## src/include/usart_host_pkg.sv

```systemverilog
/*
 Constants for the serial interface host front end: bus widths, mode and
 command field positions, status bit layout and buffer depth.
 Assumes a single 125 MHz core clock.
*/
package usart_host_pkg;
  localparam int DATA_W = 8;
  localparam int FIFO_DEPTH = 16;
  localparam int CLK_PERIOD_NS = 8;
  // Mode word fields
  localparam int MODE_MULT_LSB = 0;   // 00 sync, 01 x1, 10 x16, 11 x64
  localparam int MODE_LEN_LSB = 2;    // 00..11 -> 5..8 bits
  localparam int MODE_PAR_EN = 4;
  localparam int MODE_PAR_EVEN = 5;
  localparam int MODE_STOP_LSB = 6;   // 01 one, 10 one and a half, 11 two
  // Command word fields
  localparam int CMD_TX_EN = 0;
  localparam int CMD_RX_EN = 2;
  localparam int CMD_BREAK = 3;
  localparam int CMD_ERR_CLR = 4;
  localparam int CMD_RESET = 6;
  // Status bit positions
  localparam int ST_TX_RDY = 0;
  localparam int ST_RX_RDY = 1;
  localparam int ST_TX_EMPTY = 2;
  localparam int ST_PAR_ERR = 3;
  localparam int ST_OVR_ERR = 4;
  localparam int ST_FRM_ERR = 5;
  localparam int ST_SYNC = 6;
  localparam logic [7:0] MODE_RST = 8'h00;
  localparam logic [7:0] CMD_RST = 8'h00;
  // Least clock ratios, scaled by two so 4.5 stays whole
  localparam int RATIO_SYNC_X2 = 60;
  localparam int RATIO_ASYNC_X2 = 9;
  typedef enum logic [1:0] {ST_IDLE, ST_WAIT_CMD, ST_RUN} cfg_state_t;
endpackage : usart_host_pkg

```

## src/hdl/usart_fifo.sv

```systemverilog
/*
 Parameterised first-in first-out buffer with valid/ready on both sides.
 Assumes both sides run on the same clock.
*/
`timescale 1ns/1ps
module usart_fifo #(
  parameter int WIDTH = 8,
  parameter int DEPTH = 16
) (
  input wire logic core_clk,
  input wire logic rst,
  input wire logic in_valid,
  output logic in_ready,
  input wire logic [WIDTH-1:0] in_data,
  output logic out_valid,
  input wire logic out_ready,
  output logic [WIDTH-1:0] out_data
);
  localparam int AW = $clog2(DEPTH);
  logic [WIDTH-1:0] mem [DEPTH];
  logic [AW-1:0] wp_r;
  logic [AW-1:0] rp_r;
  logic [AW:0] cnt_r;
  logic push;
  logic pop;

  // Honest full and empty from the occupancy count
  assign in_ready = (cnt_r != AW'(0) + (AW+1)'(DEPTH)) ? 1'b1 : 1'b0;
  assign out_valid = (cnt_r != '0);
  assign out_data = mem[rp_r];
  assign push = in_valid && in_ready;
  assign pop = out_valid && out_ready;

  // Storage, no reset needed on data
  always_ff @(posedge core_clk) begin
    if (push) begin
      mem[wp_r] <= in_data;
    end
  end

  // Pointers and count
  always_ff @(posedge core_clk or posedge rst) begin
    if (rst) begin
      wp_r <= '0;
      rp_r <= '0;
      cnt_r <= '0;
    end else begin
      if (push) wp_r <= wp_r + AW'(1);
      if (pop) rp_r <= rp_r + AW'(1);
      if (push && !pop) cnt_r <= cnt_r + (AW+1)'(1);
      else if (pop && !push) cnt_r <= cnt_r - (AW+1)'(1);
    end
  end
endmodule : usart_fifo

```

## src/hdl/usart_host_bus_interface.sv

```systemverilog
/*
 Host-side front end of the serial interface: data bus buffer, strobe
 decode, mode and command registers, status and ready signalling.
 Assumes asynchronous host strobes; the serial engines sit outside and
 talk over the tx/rx stream ports below.
*/
// Contract
// Reset forces idle; stays idle until mode then command words are written.
// System clock must exceed 30x (sync) or 4.5x (async) bit clock.
// Low write strobe with chip select is a host write cycle.
// Low read strobe with chip select is a read; device drives the value.
// One 8-bit three-state bus carries data, control words and status.
// Separate mode and command registers define the configuration.
// Signal transmit ready and receive ready separately.
// Status readable any time: errors, sync found, transmitter drained.
// Async: 5-8 bit characters, x1/x16/x64 clock, 1/1.5/2 stops, break.
// Parity, overrun and framing errors are reported in status.
// Control/data high selects control/status, low selects data.
// Strobes ignored unless chip select is low.
// Bus driven only during a selected read, otherwise released.
`timescale 1ns/1ps
module usart_host_bus_interface
  import usart_host_pkg::*;
(
  input wire logic core_clk,
  input wire logic rst,
  input wire logic cs_n,
  input wire logic rd_n,
  input wire logic wr_n,
  input wire logic cd,
  input wire logic [7:0] db_in,
  output logic [7:0] db_out,
  output logic db_oe_n,
  output logic tx_ready,
  output logic rx_ready,
  output logic [7:0] tx_char,
  output logic tx_char_valid,
  input wire logic tx_char_ready,
  input wire logic [7:0] rx_char,
  input wire logic rx_char_valid,
  output logic rx_char_ready,
  input wire logic rx_par_err,
  input wire logic rx_frm_err,
  input wire logic sync_found_flag,
  input wire logic transmitter_drained_flag,
  output logic configured,
  output logic tx_enable,
  output logic rx_enable,
  output logic send_break,
  output logic [1:0] clock_mult,
  output logic [3:0] char_bits,
  output logic parity_en,
  output logic parity_even,
  output logic [1:0] stop_bits
);
  // Three-stage synchronisers for the host control pins, two stages for the data bus
  logic [2:0] cs_s_r, rd_s_r, wr_s_r, cd_s_r;
  logic [7:0] db_s1_r, db_s2_r;
  logic rd_act, wr_act, rd_prev_r, wr_prev_r, wr_fall, rd_rise;
  logic rd_lvl_r, wr_lvl_r;
  logic [7:0] mode_r, cmd_r, db_out_r, fifo_din;
  logic rx_full_r, ovr_r, perr_r, ferr_r, wr_cd_r, fifo_in_ready, sync_r;
  logic [7:0] rx_hold_r;
  cfg_state_t state_r;

  // A pin counts once stages two and three agree
  function automatic logic agreed(input logic [2:0] s, input logic prev);
    agreed = (s[1] == s[2]) ? s[2] : prev;
  endfunction : agreed

  always_ff @(posedge core_clk or posedge rst) begin
    if (rst) begin
      cs_s_r <= 3'h7;
      rd_s_r <= 3'h7;
      wr_s_r <= 3'h7;
      cd_s_r <= 3'h0;
      db_s1_r <= 8'h00;
      db_s2_r <= 8'h00;
      rd_lvl_r <= 1'b1;
      wr_lvl_r <= 1'b1;
    end else begin
      // Filtered strobe levels hold their last agreed pin value
      rd_lvl_r <= agreed(rd_s_r, rd_lvl_r);
      wr_lvl_r <= agreed(wr_s_r, wr_lvl_r);
      cs_s_r <= {cs_s_r[1:0], cs_n};
      rd_s_r <= {rd_s_r[1:0], rd_n};
      wr_s_r <= {wr_s_r[1:0], wr_n};
      cd_s_r <= {cd_s_r[1:0], cd};
      db_s1_r <= db_in;
      db_s2_r <= db_s1_r;
    end
  end

  // Cycle qualification by chip select
  assign rd_act = !rd_lvl_r && !cs_s_r[2] && cs_s_r[1] == cs_s_r[2];
  assign wr_act = !wr_lvl_r && !cs_s_r[2] && cs_s_r[1] == cs_s_r[2];

  always_ff @(posedge core_clk or posedge rst) begin
    if (rst) begin
      rd_prev_r <= 1'b0;
      wr_prev_r <= 1'b0;
      wr_cd_r <= 1'b0;
    end else begin
      rd_prev_r <= rd_act;
      wr_prev_r <= wr_act;
      if (wr_act) wr_cd_r <= cd_s_r[2];
    end
  end
  // Write acts at strobe release so bus data has settled
  assign wr_fall = wr_prev_r && !wr_act;
  assign rd_rise = rd_prev_r && !rd_act;

  // Mode first, then command; reset returns to idle
  always_ff @(posedge core_clk or posedge rst) begin
    if (rst) begin
      state_r <= ST_IDLE;
      mode_r <= MODE_RST;
      cmd_r <= CMD_RST;
    end else if (wr_fall && wr_cd_r) begin
      unique case (state_r)
        ST_IDLE: begin
          mode_r <= db_s2_r;
          state_r <= ST_WAIT_CMD;
        end
        ST_WAIT_CMD, ST_RUN: begin
          if (db_s2_r[CMD_RESET]) begin
            state_r <= ST_IDLE;
            cmd_r <= CMD_RST;
          end else begin
            cmd_r <= db_s2_r;
            state_r <= ST_RUN;
          end
        end
      endcase
    end
  end

  assign configured = (state_r == ST_RUN);
  assign tx_enable = configured && cmd_r[CMD_TX_EN];
  assign rx_enable = configured && cmd_r[CMD_RX_EN];
  assign send_break = configured && cmd_r[CMD_BREAK];
  assign clock_mult = mode_r[MODE_MULT_LSB +: 2];
  assign char_bits = 4'h5 + {2'b00, mode_r[MODE_LEN_LSB +: 2]};
  assign parity_en = mode_r[MODE_PAR_EN];
  assign parity_even = mode_r[MODE_PAR_EVEN];
  assign stop_bits = mode_r[MODE_STOP_LSB +: 2];

  // Transmit characters are buffered; full FIFO drops tx_ready
  assign fifo_din = db_s2_r;
  usart_fifo #(.WIDTH(DATA_W), .DEPTH(FIFO_DEPTH)) tx_fifo (
    .core_clk(core_clk),
    .rst(rst),
    .in_valid(wr_fall && !wr_cd_r && configured),
    .in_ready(fifo_in_ready),
    .in_data(fifo_din),
    .out_valid(tx_char_valid),
    .out_ready(tx_char_ready && tx_enable),
    .out_data(tx_char)
  );
  assign tx_ready = configured && tx_enable && fifo_in_ready;

  // Receive holding register and error flags; set wins over clear
  assign rx_char_ready = !rx_full_r || (rd_rise && !cd_s_r[2]);
  always_ff @(posedge core_clk or posedge rst) begin
    if (rst) begin
      rx_full_r <= 1'b0;
      rx_hold_r <= 8'h00;
      ovr_r <= 1'b0;
      perr_r <= 1'b0;
      ferr_r <= 1'b0;
    end else begin
      if (rx_char_valid && rx_enable) begin
        rx_hold_r <= rx_char;
        rx_full_r <= 1'b1;
      end else if (rd_rise && !cd_s_r[2]) begin
        rx_full_r <= 1'b0;
      end
      if (rx_char_valid && rx_enable && rx_full_r && !(rd_rise && !cd_s_r[2])) ovr_r <= 1'b1;
      else if (wr_fall && wr_cd_r && db_s2_r[CMD_ERR_CLR] && state_r != ST_IDLE) ovr_r <= 1'b0;
      if (rx_char_valid && rx_enable && rx_par_err) perr_r <= 1'b1;
      else if (wr_fall && wr_cd_r && db_s2_r[CMD_ERR_CLR] && state_r != ST_IDLE) perr_r <= 1'b0;
      if (rx_char_valid && rx_enable && rx_frm_err) ferr_r <= 1'b1;
      else if (wr_fall && wr_cd_r && db_s2_r[CMD_ERR_CLR] && state_r != ST_IDLE) ferr_r <= 1'b0;
    end
  end
  assign rx_ready = rx_full_r;

  // Sync flag latched, cleared by a status read unless set again
  always_ff @(posedge core_clk or posedge rst) begin
    if (rst) sync_r <= 1'b0;
    else if (sync_found_flag) sync_r <= 1'b1;
    else if (rd_rise && cd_s_r[2]) sync_r <= 1'b0;
  end

  // Read data registered; status or received character by select
  always_ff @(posedge core_clk or posedge rst) begin
    if (rst) db_out_r <= 8'h00;
    else if (rd_act && cd_s_r[2])
      db_out_r <= {1'b0, sync_r, ferr_r, ovr_r, perr_r, transmitter_drained_flag,
                   rx_full_r, tx_ready};
    else if (rd_act) db_out_r <= rx_hold_r;
  end
  assign db_out = db_out_r;
  assign db_oe_n = !(rd_act && rd_prev_r);
endmodule : usart_host_bus_interface

```

## config.mk

```make
export PLATFORM = sky130hd
export DESIGN_NAME = usart_host_bus_interface
export DESIGN_NICKNAME = d
export VERILOG_FILES = /design/src/include/usart_host_pkg.sv /design/src/hdl/usart_fifo.sv /design/src/hdl/usart_host_bus_interface.sv
export SDC_FILE = /design/constraint.sdc
export NUM_CORES = 1
export LEC_CHECK = 0
export ABC_AREA = 1
export BUFFER_PORTS_ARGS = -buffer_cell sky130_fd_sc_hd__clkbuf_2
export CAP_MARGIN = 20
export CELL_PAD_IN_SITES_DETAIL_PLACEMENT = 0
export CELL_PAD_IN_SITES_GLOBAL_PLACEMENT = 1
export CORE_MARGIN = 2
export CORE_UTILIZATION = 44
export CTS_BUF_LIST = sky130_fd_sc_hd__clkbuf_4
export DETAILED_ROUTE_END_ITERATION = 10
export PLACE_DENSITY = 0.76
export SYNTH_ARGS = -nofsm -noshare
export SYNTH_HDL_FRONTEND = slang
export SYNTH_SLANG_ARGS = --single-unit
```

## constraint.sdc

```tcl
create_clock -name core_clk -period 2.3 [get_ports core_clk]
set_input_delay 0.23 -clock core_clk [delete_from_list [all_inputs] [get_ports core_clk]]
set_output_delay 0.23 -clock core_clk [all_outputs]
set_load 0.01 [all_outputs]
```

## Word level (Yosys, flattened, before mapping)

Memories as Yosys holds them, arrays and structs flattened.
Index checks and enable logic that the tools add are counted.

- Add/sub/neg operators: 5
- Eq/ne operators: 6
- Multiplexer cells: 18
- Reductions and logical operators: 56

Operator list:

| kind | number |
|---|---|
| 1-bit logical AND | 30 |
| 8-bit two-way mux | 2 |
| 2-bit nonzero test | 8 |
| 1-bit zero test | 12 |
| 1-bit two-way mux | 11 |
| 5-bit two-way mux | 2 |
| 4-bit by 1-bit adder with 4-bit output (second input constant) | 2 |
| 5-bit by 1-bit adder with 5-bit output (second input constant) | 1 |
| 5-bit != test (second input constant) | 1 |
| 5-bit nonzero test | 1 |
| 5-bit by 1-bit subtractor with 5-bit output (second input constant) | 1 |
| 3-bit by 2-bit adder with 4-bit output (first input constant) | 1 |
| 4-bit two-way mux | 1 |
| 2-bit case mux with 2 select lines | 1 |
| 2-bit AND reduction | 2 |
| 1-bit equality test | 3 |
| 2-bit by 1-bit equality test with 1-bit output (second input constant) | 1 |
| 2-bit equality test (second input constant) | 1 |
| 2-bit zero test | 1 |
| 2-bit two-way mux | 1 |
| 2-bit OR reduction | 1 |
| 1-bit logical OR | 1 |

- Register bits: 81
- Memory bits (writable): 128
- Output and inout port bits: 35
- Word-level logic and storage cells: 110
- Memories: 1

Memory list:

| memory | words | width | rd ports | clocked after Yosys merged registers in | write ports | line | RTL |
|---|---|---|---|---|---|---|---|
| tx_fifo.mem | 16 | 8 | 1 | 0 | 1 | usart_fifo.sv:20 | `logic [WIDTH-1:0] mem [DEPTH];` |

## Depth between registers and ports, before layout

- Depth after elaboration: 12
- Gate-level depth with buffers: 16
- Gate-level depth less buffers: 15

## By module

Synthesis repeated with hierarchy kept, for this count alone.

- Cells, all modules: 849
- Area, all modules: 8699.6 µm²

Modules (own cells, without submodules):

| module | instances | cells an instance | area an instance (µm²) |
|---|---|---|---|
| usart_fifo | 1 | 619 | 6217.2 |
| usart_host_bus_interface | 1 | 230 | 2482.4 |

## Worst setup path after synthesis

No wires, ideal clock.

- Path type: reg2reg
- Start point: register state_r[0]
- End point: register tx_fifo.cnt_r[4]
- Setup time: 0.117 ns
- Arrival time: 2.138 ns
- Required time: 2.183 ns
- Setup slack: 0.045 ns
- Stages on the path, launching flop included: 15
- Buffers on the path: 0
- Clock period less this slack: 2.255 ns
- Cell sequence: dfrtp_1 -> inv_1 -> ha_1 -> nand2_1 -> inv_2 -> nand3_1 -> ha_1 -> inv_1 -> ha_1 -> a21oi_1 -> nand2_1 -> o21ai_0 -> nand2_1 -> nand2_1 -> nand2_1

- Longest elaborated chain between the ends: 7
- Elaborated cells between the ends (all ways): 12
- Classes of those cells: eq/ne: 1; mux: 1; reduce/logical: 10

Ends and longest elaborated chain:

| item | line | RTL |
|---|---|---|
| start: declaration | usart_host_bus_interface.sv:64 | `cfg_state_t state_r;` |
| start signal: assignment | usart_host_bus_interface.sv:116 | `state_r <= ST_IDLE;` |
| start signal: assignment | usart_host_bus_interface.sv:123 | `state_r <= ST_WAIT_CMD;` |
| start signal: assignment | usart_host_bus_interface.sv:127 | `state_r <= ST_IDLE;` |
| 2-bit equality test (*) | usart_host_bus_interface.sv:138 | `assign configured = (state_r == ST_RUN);` |
| named net configured | usart_host_bus_interface.sv:46 | `output logic configured,` |
| 1-bit logical AND (*) | usart_host_bus_interface.sv:139 | `assign tx_enable = configured && cmd_r[CMD_TX_EN];` |
| named net tx_enable | usart_host_bus_interface.sv:47 | `output logic tx_enable,` |
| 1-bit logical AND (*) | usart_host_bus_interface.sv:157 | `.out_ready(tx_char_ready && tx_enable),` |
| 1-bit logical AND (*) | usart_fifo.sv:32 | `assign pop = out_valid && out_ready;` |
| 1-bit zero test | usart_fifo.sv:50 | `if (push && !pop) cnt_r <= cnt_r + (AW+1)'(1);` |
| 1-bit logical AND | usart_fifo.sv:50 |  |
| 5-bit two-way mux / 2-bit nonzero test (equally long branches) | -- |  |
| end signal: assignment | usart_fifo.sv:50 |  |
| end signal: assignment | usart_fifo.sv:51 | `else if (pop && !push) cnt_r <= cnt_r - (AW+1)'(1);` |
| end: declaration | usart_fifo.sv:23 | `logic [AW:0] cnt_r;` |

Mark *: on every way through the listed nets, which the timed path passes. The rest lies on a longest branch.
A chain may end at the register's enable or synchronous reset.

## Worst setup path after layout

- Start point: register tx_fifo.rp_r[0]
- End point: output port tx_char[3]

- Longest elaborated chain between the ends: 1

Ends and longest elaborated chain:

| item | line | RTL |
|---|---|---|
| start: declaration | usart_fifo.sv:22 | `logic [AW-1:0] rp_r;` |
| start signal: assignment | usart_fifo.sv:49 | `if (pop) rp_r <= rp_r + AW'(1);` |
| memory 16 x 8 bit | -- |  |
| end: declaration | usart_host_bus_interface.sv:36 | `output logic [7:0] tx_char,` |

Every way passes these cells.

==> results.md <==
- Status: finished, final reports clean
- Sink Count: between 200 and 250
- CP Capture Point: tx_char[3]
- RD Place Congestion: around 0.79
- CTS tree: done
- Register area share after synthesis: around two thirds
- Clk buf depth: 3
- Setup TNS: 0 ns
- DP Wirelength: ~12000 µm
- Die ar.: around 21000 µm²
- Crit end category: output pin
- Crit path kind: reg2out
- Final Setup Violations: 0
- Final Skew: 0.0463 ns
- WL/cell: 15.0 µm
- Fin nets: around 1100
- Syn_area_per_cell: around 10 µm²
- Final Max Slew Viols: 0
- Final WL: around 20000 µm
- Vias in the first global route: roughly 6000
- Cell mode on critical path: nand2_1
- Crit. Startpoint: tx_fifo.rp_r[0]$_DFFE_PP0P_
- Commonest non-fill, non-tap cell in the layout: nand2_1
- Drt first-iter violations: ~340
- Worst setup SP type: flip-flop
- Num rows: 51
- Final Cycle Share: a little under 100%
- Hold WC Path Type: in2reg
- Clock root buffer: clkbuf_4
- Synthesized instance count: around 860
- Core area: slightly below 20000 µm²
- Global-route wire length before repair: roughly 32000 µm
- Crit-path cells: buf_12, nand2_1, nand2_1, nand2_1, nand3_2, nand3_1, nand2_1, buf_2
- Peak Freq: between 0.4 and 0.5 GHz
- Largest net degree at the start of global routing: 52
- Antenna violations before repair: 1
- R2R cell count: 15
- Final hold vios: 0
- Clk_lat worst skew: 0.66 ns
- Fraction of layout cells with a size suffix above 1: about a quarter
- Tightest Pin Transition: about 0.85 ns
- Initial Utilization: roughly 45%
- Gr ovfl total: 0
- MaxCap Viol Count: 0
- Pleak: between 4 and 5 nW
- Post-DP Area: 9470 µm²
- Mapped Area: approximately 8800 µm²
- Tot GR Track Use: 19.3%
- Finished Cell Area: ~11000 µm²
- Critical R2R Launch: cs_s_r[2]$_DFF_PP1_
- Tot Pwr: 0.0102 W
- Final min period: between 2 and 2.5 ns
- Peak VDD IR: 0.563 mV
- FILL cells: ~1800
- Count of state elements after synthesis: about 210
- Area growth syn-to-layout: 23.7%
- Number of port buffers: 62
- Horiz. Die Dim: 145 µm
- Critical Path RT: a little over 2 ns
- DRC: 0
- Via/cell ratio: about 4.6
- Crit path arrival time: between 2 and 2.5 ns
- IO Pins: between 60 and 70
- Yosys warnings: 0
- Critical Path Fanout Max: 34
- Worst reg-to-reg setup slack: around 0.11 ns
- Capturing point of the worst reg2reg path: tx_fifo.cnt_r[4]$_DFFE_PP0P_
- Die Ht: 145 µm
- Clock Pin Slew Worst Setup and Hold Paths: 0.07 ns
- RSZ-0062 raised after global routing: yes
- Power Density: between 900 and 1000 nW/µm²
- DRT Pass-1 Iters: 4
- Post-synth cell types: 27
- Via count: about 6100
- Slew margin rel.: 43.3%
- Commonest non-fill, non-tap cells in the layout: nand2_1 (276), edfxtp_1 (128), inv_1 (118), nand3_1 (100), clkbuf_4 (89)
- CTS buffer count: 53
- Max stage delay on crit path: a little under 0.5 ns
- H-tree Lvls: 2
- Syn nets: between 900 and 1000
- CP max-delay cell: dfrtp_2
- Antenna-violating nets left: 0
[per-layer routing]
metal  up-vias  global-route usage, %  share of wire (%)
li1       3113                      -                  -
met1      2824                   24.8                 44
met2       161                   31.0                 48
met3        39                   4.81                5.9
met4         0                   8.38                2.3
met5         -                      0                  0
[Yosys cell counts]
cell type,count,area [µm²]
buf_4,12,90.1
nand4_1,3,18.8
buf_1,2,7.51
o21ai_0,5,25.0
clkbuf_1,5,18.8
ha_1,12,150
dfrtp_1,69,1730
xor2_1,3,26.3
fa_1,1,20.0
maj3_1,2,20.0
clkinv_1,1,3.75
a21o_1,1,7.51
a21oi_1,5,25.0
nand3_1,116,581
inv_2,13,48.8
o21ai_1,8,40.0
xnor2_1,3,26.3
nand2_1,280,1050
inv_1,121,454
edfxtp_1,128,3840
o21a_1,1,7.51
nor2_2,2,12.5
buf_2,18,90.1
a31oi_1,6,37.5
dfstp_2,11,289
nor3_1,14,70.1
nor2_1,19,71.3
[sequential cells by signal (all words and copies together), names as in the netlist, 2 cells and up]
name	count
cs_s_r	3
tx_fifo.rp_r	4
cd_s_r	3
tx_fifo.mem	128
db_out	8
db_s2_r	8
wr_s_r	3
rd_s_r	3
state_r	2
rx_hold_r	8
cmd_r	3
mode_r	8
db_s1_r	8
tx_fifo.cnt_r	5
tx_fifo.wp_r	4
[what timing repair did]
action                                  in CTS  in global routing
gates resized for setup                     34                 18
hold buffers                                34                  0
cloned                                       2                  0
endpoints found under the hold margin      105                  0
setup buffers                                4                  1
endpoints found under the setup margin      10                 14
pin swaps                                    1                  2
[cells by family (layout without fill, tap and decap cells)]
| group | after synthesis | count (layout) | synth area share (%) |
|---|---|---|---|
| AOI/OAI and AO/OA | 26 | 26 | 1.63 |
| buffers and inverters | 172 | 369 | 8.14 |
| other | 0 | 1 | 0 |
| xor gates and xnor gates | 6 | 6 | 0.600 |
| DFF | 208 | 208 | 66.9 |
| adders and majority gates | 15 | 15 | 2.17 |
| and+or+nand+nor | 434 | 434 | 20.6 |
[worst max-delay path, delay by kind of cell (launching register included)]
family        cells  cell delay, ns
buf+inv           2            0.37
simple gates      6            0.52
flops             1            0.49
[through the flow]
| step | std cells | utilization, % | setup WS, ns | hold slack (ns) |
|---|---|---|---|---|
| 3_3_place_gp | 1183 | 48.5 | 0.131 | 0.130 |
| 5_1_grt | 1324 | 55.5 | -0.0966 | 0.0498 |
| 6_report | 1324 | 55.5 | 0.0207 | 0.0553 |
| 2_1_floorplan | 861 | - | 0.0365 | 0.234 |
| 4_1_cts | 1322 | 55.1 | -0.00665 | 0.00975 |
| 3_5_place_dp | 1183 | 48.5 | 0.0508 | 0.131 |
[power breakdown]
part	leakage, nW	internal [W]	switching [W]
Sequential	2.12	0.00427	0.000259
Combinational	2.42	0.000962	0.00135
Clock	0.436	0.00185	0.00146
Total	4.97	0.00708	0.00307
[cell type report]
cell class / instances / area, µm² / share of cell area (%)
antenna: 1 / 2.50 / 0.0231
clock buffer: 89 / 668 / 6.16
clock inverter: 10 / 67.6 / 0.623
inverter: 135 / 527 / 4.86
multi-input combinational: 481 / 2320 / 21.4
sequential: 208 / 5860 / 54.1
tap: 265 / 332 / 3.06
timing repair buffer: 134 / 1050 / 9.67
timing repair inverter: 1 / 8.76 / 0.0808
[how the worst min path moves through the flow]
stage,start,endpoint,cells after the start
floorplan,cs_n,cs_s_r[0]$_DFF_PP1_,0
global placement,rst,db_s1_r[3]$_DFF_PP0_,2
detailed placement,rst,db_s1_r[3]$_DFF_PP0_,2
CTS,tx_char_ready,tx_fifo.rp_r[2]$_DFFE_PP0P_,4
global route,tx_char_ready,tx_fifo.rp_r[2]$_DFFE_PP0P_,4
finish,tx_char_ready,tx_fifo.rp_r[2]$_DFFE_PP0P_,4
Power figures use the tool's default switching activity.
